$ cat src/module_state_pkg.sv
// Constants for the module state status and control bank
package module_state_pkg;
  localparam int NUM_MODULES = 11;
  localparam int NUM_DOMAINS = 5;
  localparam int CORE_MODULE = 1;
  // Modules 1 and 5 start enabled
  localparam logic [10:0] ENABLED_AT_RESET = 11'h022;
  // Owning power domain of each module
  localparam logic [2:0] MODULE_DOMAIN [0:10] = '{3'h0, 3'h0, 3'h0, 3'h0,
    3'h0, 3'h0, 3'h0, 3'h1, 3'h2, 3'h3, 3'h4};
  // Register offsets
  localparam logic [11:0] STATUS_BASE = 12'h800;
  localparam logic [11:0] CONTROL_BASE = 12'hA00;
  localparam logic [11:0] TRANSITION_CMD_OFFSET = 12'h120;
  localparam logic [11:0] TRANSITION_STATUS_OFFSET = 12'h128;
  // Field positions
  localparam int CLOCK_RUNNING_BIT = 12;
  localparam int RESET_DONE_BIT = 11;
  localparam int RESET_LINE_BIT = 10;
  localparam int LOCAL_DONE_BIT = 9;
  localparam int LOCAL_RESET_BIT = 8;
  // State codes
  localparam logic [5:0] STATE_SW_RESET_DISABLED = 6'h00;
  localparam logic [5:0] STATE_ENABLE = 6'h03;
  localparam logic [4:0] NEXT_ENABLE = 5'h03;
  localparam logic [4:0] NEXT_DISABLED = 5'h00;
  // Timing
  localparam int CLK_PERIOD_NS = 5;
  localparam int TRANSITION_TIME_NS = 40;
  localparam logic [3:0] TRANSITION_CYCLES =
    4'((TRANSITION_TIME_NS + CLK_PERIOD_NS - 1) / CLK_PERIOD_NS);
  // AXI responses
  localparam logic [1:0] RESP_OKAY = 2'h0;
  localparam logic [1:0] RESP_SLVERR = 2'h2;
endpackage

$ cat src/module_state_status_control.sv
// Module state status and control bank with AXI4-Lite slave
//
// Decided for this implementation: the AXI4-Lite slave port.
`timescale 1ns/1ps
module module_state_status_control #(
  parameter int ADDR_WIDTH = 12
) (
  input wire logic aclk,
  input wire logic aresetn,
  input wire logic [ADDR_WIDTH-1:0] s_axi_awaddr,
  input wire logic s_axi_awvalid,
  output logic s_axi_awready,
  input wire logic [31:0] s_axi_wdata,
  input wire logic [3:0] s_axi_wstrb,
  input wire logic s_axi_wvalid,
  output logic s_axi_wready,
  output logic [1:0] s_axi_bresp,
  output logic s_axi_bvalid,
  input wire logic s_axi_bready,
  input wire logic [ADDR_WIDTH-1:0] s_axi_araddr,
  input wire logic s_axi_arvalid,
  output logic s_axi_arready,
  output logic [31:0] s_axi_rdata,
  output logic [1:0] s_axi_rresp,
  output logic s_axi_rvalid,
  input wire logic s_axi_rready,
  output logic [10:0] module_clock_enable,
  output logic [10:0] module_reset_n,
  output logic core_local_reset_n
);
  localparam int NM = module_state_pkg::NUM_MODULES;
  localparam int ND = module_state_pkg::NUM_DOMAINS;
  localparam int CM = module_state_pkg::CORE_MODULE;

  // ==========================================================
  // Declarations
  logic aw_have_reg, aw_have_next, w_have_reg, w_have_next;
  logic [11:0] awaddr_reg, awaddr_next;
  logic [31:0] wdata_reg, wdata_next;
  logic [3:0] wstrb_reg, wstrb_next;
  logic awready_next, wready_next, bvalid_next, arready_next, rvalid_next;
  logic [1:0] bresp_next, rresp_next;
  logic [31:0] rdata_next, rd_word;
  logic rd_ok, wr_ok, wr_fire;
  logic [NM-1:0] enabled_reg, enabled_next, done_reg, done_next, pend;
  logic [4:0] next_state_reg [NM];
  logic [4:0] next_state_next [NM];
  logic local_ctl_reg, local_ctl_next, local_done_reg, local_done_next;
  logic [3:0] cnt_reg [ND];
  logic [3:0] cnt_next [ND];
  logic [ND-1:0] busy;
  logic [31:0] status_word [NM];
  logic [11:0] ra, wa;

  // ==========================================================
  // Status words and decode
  always_comb
  begin
    for (int d = 0; d < ND; d++)
    begin
      busy[d] = (cnt_reg[d] != 4'h0);
    end
    for (int i = 0; i < NM; i++)
    begin
      status_word[i] = 32'h0;
      status_word[i][module_state_pkg::CLOCK_RUNNING_BIT] =
        module_clock_enable[i];
      status_word[i][module_state_pkg::RESET_DONE_BIT] = done_reg[i];
      status_word[i][module_state_pkg::RESET_LINE_BIT] = module_reset_n[i];
      status_word[i][module_state_pkg::LOCAL_DONE_BIT] =
        (i == CM) ? local_done_reg : 1'b1;
      status_word[i][module_state_pkg::LOCAL_RESET_BIT] =
        (i == CM) ? core_local_reset_n : 1'b0;
      status_word[i][5:0] = enabled_reg[i] ?
        module_state_pkg::STATE_ENABLE :
        module_state_pkg::STATE_SW_RESET_DISABLED;
    end
    ra = 12'(s_axi_araddr);
    rd_ok = 1'b1;
    rd_word = 32'h0;
    if (ra[11:6] == module_state_pkg::STATUS_BASE[11:6] &&
        ra[5:2] < 4'(NM) && ra[1:0] == 2'h0)
      rd_word = status_word[ra[5:2]];
    else if (ra[11:6] == module_state_pkg::CONTROL_BASE[11:6] &&
             ra[5:2] < 4'(NM) && ra[1:0] == 2'h0)
    begin
      rd_word[4:0] = next_state_reg[ra[5:2]];
      rd_word[module_state_pkg::LOCAL_RESET_BIT] =
        (ra[5:2] == 4'(CM)) ? local_ctl_reg : 1'b0;
    end
    else if (ra == module_state_pkg::TRANSITION_STATUS_OFFSET)
      rd_word[ND-1:0] = busy;
    else if (ra != module_state_pkg::TRANSITION_CMD_OFFSET)
      rd_ok = 1'b0;
    wa = awaddr_reg;
    wr_ok = ((wa[11:6] == module_state_pkg::CONTROL_BASE[11:6] ||
              wa[11:6] == module_state_pkg::STATUS_BASE[11:6]) &&
             wa[5:2] < 4'(NM) && wa[1:0] == 2'h0) ||
            wa == module_state_pkg::TRANSITION_CMD_OFFSET ||
            wa == module_state_pkg::TRANSITION_STATUS_OFFSET;
  end

  // ==========================================================
  // AXI4-Lite handshakes
  always_comb
  begin
    aw_have_next = aw_have_reg;
    awaddr_next = awaddr_reg;
    w_have_next = w_have_reg;
    wdata_next = wdata_reg;
    wstrb_next = wstrb_reg;
    bvalid_next = s_axi_bvalid;
    bresp_next = s_axi_bresp;
    rvalid_next = s_axi_rvalid;
    rdata_next = s_axi_rdata;
    rresp_next = s_axi_rresp;
    if (s_axi_awvalid && s_axi_awready)
    begin
      aw_have_next = 1'b1;
      awaddr_next = 12'(s_axi_awaddr);
    end
    if (s_axi_wvalid && s_axi_wready)
    begin
      w_have_next = 1'b1;
      wdata_next = s_axi_wdata;
      wstrb_next = s_axi_wstrb;
    end
    if (s_axi_bvalid && s_axi_bready)
      bvalid_next = 1'b0;
    wr_fire = aw_have_reg && w_have_reg && !s_axi_bvalid;
    if (wr_fire)
    begin
      aw_have_next = 1'b0;
      w_have_next = 1'b0;
      bvalid_next = 1'b1;
      bresp_next = wr_ok ? module_state_pkg::RESP_OKAY :
        module_state_pkg::RESP_SLVERR;
    end
    if (s_axi_arvalid && s_axi_arready)
    begin
      rvalid_next = 1'b1;
      rdata_next = rd_ok ? rd_word : 32'h0;
      rresp_next = rd_ok ? module_state_pkg::RESP_OKAY :
        module_state_pkg::RESP_SLVERR;
    end
    else if (s_axi_rvalid && s_axi_rready)
      rvalid_next = 1'b0;
    awready_next = !aw_have_next && !bvalid_next;
    wready_next = !w_have_next && !bvalid_next;
    arready_next = !rvalid_next;
  end

  always_ff @(posedge aclk)
  begin
    if (!aresetn)
    begin
      aw_have_reg <= 1'b0;
      w_have_reg <= 1'b0;
      awaddr_reg <= 12'h000;
      wdata_reg <= 32'h0;
      wstrb_reg <= 4'h0;
      s_axi_awready <= 1'b0;
      s_axi_wready <= 1'b0;
      s_axi_bvalid <= 1'b0;
      s_axi_bresp <= 2'h0;
      s_axi_arready <= 1'b0;
      s_axi_rvalid <= 1'b0;
      s_axi_rdata <= 32'h0;
      s_axi_rresp <= 2'h0;
    end
    else
    begin
      aw_have_reg <= aw_have_next;
      w_have_reg <= w_have_next;
      awaddr_reg <= awaddr_next;
      wdata_reg <= wdata_next;
      wstrb_reg <= wstrb_next;
      s_axi_awready <= awready_next;
      s_axi_wready <= wready_next;
      s_axi_bvalid <= bvalid_next;
      s_axi_bresp <= bresp_next;
      s_axi_arready <= arready_next;
      s_axi_rvalid <= rvalid_next;
      s_axi_rdata <= rdata_next;
      s_axi_rresp <= rresp_next;
    end
  end

  // ==========================================================
  // Module states and domain transitions
  always_comb
  begin
    enabled_next = enabled_reg;
    local_ctl_next = local_ctl_reg;
    for (int i = 0; i < NM; i++)
      next_state_next[i] = next_state_reg[i];
    for (int d = 0; d < ND; d++)
      cnt_next[d] = busy[d] ? cnt_reg[d] - 4'h1 : 4'h0;
    if (wr_fire && wa[11:6] == module_state_pkg::CONTROL_BASE[11:6] &&
        wa[5:2] < 4'(NM) && wa[1:0] == 2'h0)
    begin
      if (wstrb_reg[0])
        next_state_next[wa[5:2]] = wdata_reg[4:0];
      if (wstrb_reg[1] && wa[5:2] == 4'(CM))
        local_ctl_next = wdata_reg[module_state_pkg::LOCAL_RESET_BIT];
    end
    if (wr_fire && wa == module_state_pkg::TRANSITION_CMD_OFFSET &&
        wstrb_reg[0])
      for (int d = 0; d < ND; d++)
        if (wdata_reg[d] && !busy[d])
          cnt_next[d] = module_state_pkg::TRANSITION_CYCLES;
    for (int i = 0; i < NM; i++)
    begin
      pend[i] = busy[module_state_pkg::MODULE_DOMAIN[i]] &&
        ((next_state_reg[i] == module_state_pkg::NEXT_ENABLE &&
          !enabled_reg[i]) ||
         (next_state_reg[i] == module_state_pkg::NEXT_DISABLED &&
          enabled_reg[i]));
      if (pend[i] && cnt_reg[module_state_pkg::MODULE_DOMAIN[i]] == 4'h1)
        enabled_next[i] = !enabled_reg[i];
      done_next[i] = !pend[i];
    end
    local_done_next = (core_local_reset_n == local_ctl_reg);
  end

  always_ff @(posedge aclk)
  begin
    if (!aresetn)
    begin
      enabled_reg <= module_state_pkg::ENABLED_AT_RESET;
      done_reg <= '1;
      local_ctl_reg <= 1'b0;
      local_done_reg <= 1'b1;
      core_local_reset_n <= 1'b0;
      module_clock_enable <= module_state_pkg::ENABLED_AT_RESET;
      module_reset_n <= module_state_pkg::ENABLED_AT_RESET;
      for (int i = 0; i < NM; i++)
        next_state_reg[i] <= module_state_pkg::ENABLED_AT_RESET[i] ?
          module_state_pkg::NEXT_ENABLE : module_state_pkg::NEXT_DISABLED;
      for (int d = 0; d < ND; d++)
        cnt_reg[d] <= 4'h0;
    end
    else
    begin
      enabled_reg <= enabled_next;
      done_reg <= done_next;
      local_ctl_reg <= local_ctl_next;
      local_done_reg <= local_done_next;
      core_local_reset_n <= local_ctl_reg;
      module_clock_enable <= enabled_reg;
      module_reset_n <= enabled_reg;
      for (int i = 0; i < NM; i++)
        next_state_reg[i] <= next_state_next[i];
      for (int d = 0; d < ND; d++)
        cnt_reg[d] <= cnt_next[d];
    end
  end
endmodule

$ cat config.mk
export PLATFORM = sky130hd
export DESIGN_NAME = module_state_status_control
export DESIGN_NICKNAME = d
export VERILOG_FILES = /design/src/module_state_pkg.sv /design/src/module_state_status_control.sv
export SDC_FILE = /design/constraint.sdc
export NUM_CORES = 1
export LEC_CHECK = 0
export BUFFER_PORTS_ARGS = -buffer_cell sky130_fd_sc_hd__buf_2
export CAP_MARGIN = 10
export CORE_AREA = 2 2 122 124
export DETAILED_ROUTE_END_ITERATION = 6
export DIE_AREA = 0 0 124 126
export PLACE_DENSITY = 0.74
export SLEW_MARGIN = 0
export SYNTH_ARGS = -nofsm -noshare
export SYNTH_HDL_FRONTEND = slang
export SYNTH_SLANG_ARGS = --single-unit
$ cat constraint.sdc
create_clock -name aclk -period 1.9 [get_ports aclk]
set_clock_uncertainty 0.05 [all_clocks]
set_input_delay 0.095 -clock aclk [delete_from_list [all_inputs] [get_ports aclk]]
set_output_delay 0.095 -clock aclk [all_outputs]
set_load 0.02 [all_outputs]
==> Flow_metrics.wiki <==
{| class="wikitable"
! Metric !! Value
|-
| Result of the run || finished, violations left
|-
| Violations in the final reports || negative setup slack
|-
| Vert. Die Dim || 126 um
|-
| Maximum clock frequency || roughly 0.49 GHz
|-
| Number of enable-type register cells in the synthesized netlist || 0
|-
| Sinks on the clock net || 149
|-
| Leak pwr || ~0.0037 uW
|-
| Highest net fanout along the worst path || 10
|-
| Main synth FF type || sky130_fd_sc_hd__dfxtp_1
|-
| Start-to-end type of the worst setup path || flop to flop
|-
| Final Hold Fails || 0
|-
| Clock latency reported for the late side of the worst-skew pair || between 0.4 and 0.5 ns
|-
| R2r endpoint || next_state_reg[0][0]
|-
| Final cycle utilization of the critical path || 107.4%
|-
| Delay of the slowest cell on the worst path || 0.56 ns
|-
| Total number of placement rows || 44
|-
| Final hold slack || 0.02698 ns
|-
| Post-synthesis area per instance || 9.413 um2
|-
| Global-route usage over all layers || between 20% and 30%
|-
| Async set-reset flop share out of synthesis || 0%
|-
| Detailed-route via count || 5836
|-
| Layout fillers || approximately 1.1k
|-
| First-iteration detailed-routing DRC count || between 400 and 500
|-
| Worst slack after detailed placement || -0.06363 ns
|-
| # diodes || 0
|-
| Endpoint type of the worst setup path || flop
|-
| Worst R2R Setup Slack || -0.14 ns
|-
| Vias in the first global route || approximately 5.5k
|-
| Post-synthesis sequential area ratio || about 43%
|-
| Number of max-cap violations || 0
|-
| Register bit count reported by yosys || 149
|-
| Power per Cell Area || 874.3 nW/um2
|-
| Share of the synthesized area in the top cell type || a little over two fifths
|-
| Clock transition time at the flip-flop clock pins of the worst setup and hold paths || approximately 0.06 ns
|-
| Worst r2r path cells || 6
|-
| Remaining antenna violation count after routing || 0
|-
| Synth cell types || 58
|-
| Global placer's final weighted congestion || ~0.82
|-
| I/O pins || 131
|-
| Number of detailed-routing iterations run before antenna repair || 5
|-
| Sum of net half-perimeters after detailed placement || 11760 um
|-
| Slew headroom || between 40% and 50%
|-
| Cell type of the slowest stage on the worst timing path || sky130_fd_sc_hd__or4_4
|-
| Reg2Reg Launch Point || awaddr_reg[1]
|-
| Final standard cell utilization of the core || roughly 63%
|-
| Number of flip-flops in the largest register || 55
|-
| Overall die area || around 16000 um2
|-
| CTS H-tree lvls || 4
|-
| Nets || approximately 940
|-
| Overflow left after global routing || 0
|-
| Required time at the worst-slack endpoint || between 2 and 2.5 ns
|-
| Arrival time reported for the critical path endpoint || 2.28 ns
|-
| Number of antenna violations at the first check in global routing || 0
|-
| Mapped Cells || 740
|-
| DRC || 0
|-
| Root buffer cell || sky130_fd_sc_hd__clkbuf_16
|-
| Capture point of the worst path || next_state_reg[0][0]
|-
| Worst path cell trace || or4_4, nor4b_4, buf_6, nand3_2, nand3_1, o21ai_0
|-
| TritonCTS clock tree || yes
|-
| Total Routed Length || 17740 um
|-
| Main area contributors after synthesis || sky130_fd_sc_hd__dfxtp_1 43%, sky130_fd_sc_hd__mux2i_1 6.8%, sky130_fd_sc_hd__nand2_1 5.2%
|-
| Layout cells sized above 1 || roughly a quarter
|-
| Buffer depth of the longest clock path || 2
|-
| Post-layout minimum cycle time || roughly 2.0 ns
|-
| Unrepaired setup endpoints after global routing || yes
|-
| Average vias per placed instance || about 5.5
|-
| Type of the tightest min-delay check || input pin to flop
|-
| Dominant cell type by area after synthesis || sky130_fd_sc_hd__dfxtp_1
|-
| Average routed wire per standard cell || between 15 and 20 um
|-
| Slew at the pin closest to its max-slew limit || 0.8341 ns
|-
| Worst setup startpoint || awaddr_reg[1]
|-
| Synthesis Warnings || 0
|-
| Mapped cell area || roughly 7000 um2
|-
| IR drop worst, VDD || about 0.64 mV
|-
| Layout overhead on the synthesized area || 28.45%
|-
| Startpoint types || flop
|-
| Number of slew-limit violations in the final report || 0
|-
| Clock buffers created by TritonCTS || 17
|-
| Post-route setup slack || -0.1409 ns
|-
| Number of buffer cells added on primary ports || just under 80
|-
| Final setup fails || 48
|-
| Starting utilization of the core area || 48.66%
|-
| Core area || ~14000 um2
|-
| Maximum number of pins on one net before global-route repair || between 50 and 60
|-
| Wire length of the first global-routing pass || approximately 28000 um
|-
| Die W || roughly 120 um
|}
worst min path at each step:
stage                                start             end  cells after the start
after floorplan           s_axi_awaddr[10]  awaddr_reg[10]                      2
after global placement      s_axi_wdata[3]    wdata_reg[3]                      3
after detailed placement    s_axi_wdata[3]    wdata_reg[3]                      3
after CTS                          aresetn  s_axi_rresp[1]                      2
after global routing               aresetn  s_axi_rresp[1]                      2
final                              aresetn  s_axi_rresp[1]                      2
stage by stage:
step	instances	instance area (um2)	setup TNS, ns	power [uW]
2_1_floorplan	763	7052	0	3727
3_3_place_gp	1013	7732	-0.8167	3876
3_5_place_dp	1013	7732	-1.095	3885
4_1_cts	1067	8732	-0.9665	7831
5_1_grt	1070	8947	-7.710	8048
6_report	1070	8947	-2.112	7822
power by group:
| group | switching, uW | internal, uW |
|---|---|---|
| clock | 1260 | 2680 |
| combinational | 386 | 238 |
| sequential | 72.5 | 3190 |
| total | 1720 | 6110 |
cell families after synthesis:
kind of cell    after synthesis  synth area share [%]
other cells                   1               0.05384
mux                          63                 11.93
compound gates              126                 12.61
xor+xnor                     10                 1.257
simple gates                312                 24.74
flops                       149                 42.82
buf+inv                      79                 6.592
what timing repair did:
action | 4_1_cts | 5_1_grt
pin swaps | 7 | 9
gates cloned | 1 | 1
setup buffers | 0 | 2
endpoints found under the setup margin | 57 | 72
gates resized for setup | 16 | 34
hold buffers | 23 | 0
endpoints found under the hold margin | 24 | 0
cells in the mapped netlist, types with 16 or more instances:
cell type / count
sky130_fd_sc_hd__and2_1: 25
sky130_fd_sc_hd__nor2b_1: 42
sky130_fd_sc_hd__mux4_2: 16
sky130_fd_sc_hd__nand3_1: 34
sky130_fd_sc_hd__dfxtp_1: 149
sky130_fd_sc_hd__nand2_1: 97
sky130_fd_sc_hd__nand3b_1: 19
sky130_fd_sc_hd__mux2i_1: 47
sky130_fd_sc_hd__buf_4: 37
sky130_fd_sc_hd__a21boi_0: 31
sky130_fd_sc_hd__nor2_1: 23
sky130_fd_sc_hd__o21ai_0: 44
sky130_fd_sc_hd__clkbuf_1: 29
placed cells by master (no fill, tap or decap), types with 23 or more instances in the layout:
cell type,instances
sky130_fd_sc_hd__buf_2,77
sky130_fd_sc_hd__buf_4,60
sky130_fd_sc_hd__dfxtp_1,148
sky130_fd_sc_hd__nor2_1,23
sky130_fd_sc_hd__nor2b_1,42
sky130_fd_sc_hd__a21boi_0,31
sky130_fd_sc_hd__nand2_1,97
sky130_fd_sc_hd__o21ai_0,42
sky130_fd_sc_hd__conb_1,24
sky130_fd_sc_hd__dlygate4sd3_1,23
sky130_fd_sc_hd__and2_1,25
sky130_fd_sc_hd__mux2i_1,47
sky130_fd_sc_hd__nand3_1,25
area by class of cell:
type	instances	area [um2]	area share, %
Timing Repair Buffer	168	1174	13.12
Clock inverter	9	222.7	2.489
Sequential cell	149	2984	33.35
Inverter	3	11.26	0.1259
Tap cell	184	230.2	2.573
Clock buffer	21	470.5	5.258
Multi-Input combinational cell	536	3855	43.08
critical path: cells and delay by family, from the launching register on:
family                 cells  cell delay, ns
AOI/OAI and AO/OA          1            0.12
buffers and inverters      1            0.19
DFF                        1            0.31
and+or+nand+nor            4            1.23
routing by layer:
layer / routed length [um] / up-vias / GRT usage [%]
li1: - / 2839 / -
met1: 7485 / 2733 / 28.54
met2: 8776 / 231 / 37.75
met3: 999 / 33 / 4.620
met5: 0 / - / 0
met4: 476 / 0 / 9.319
Power figures use the tool's default switching activity.
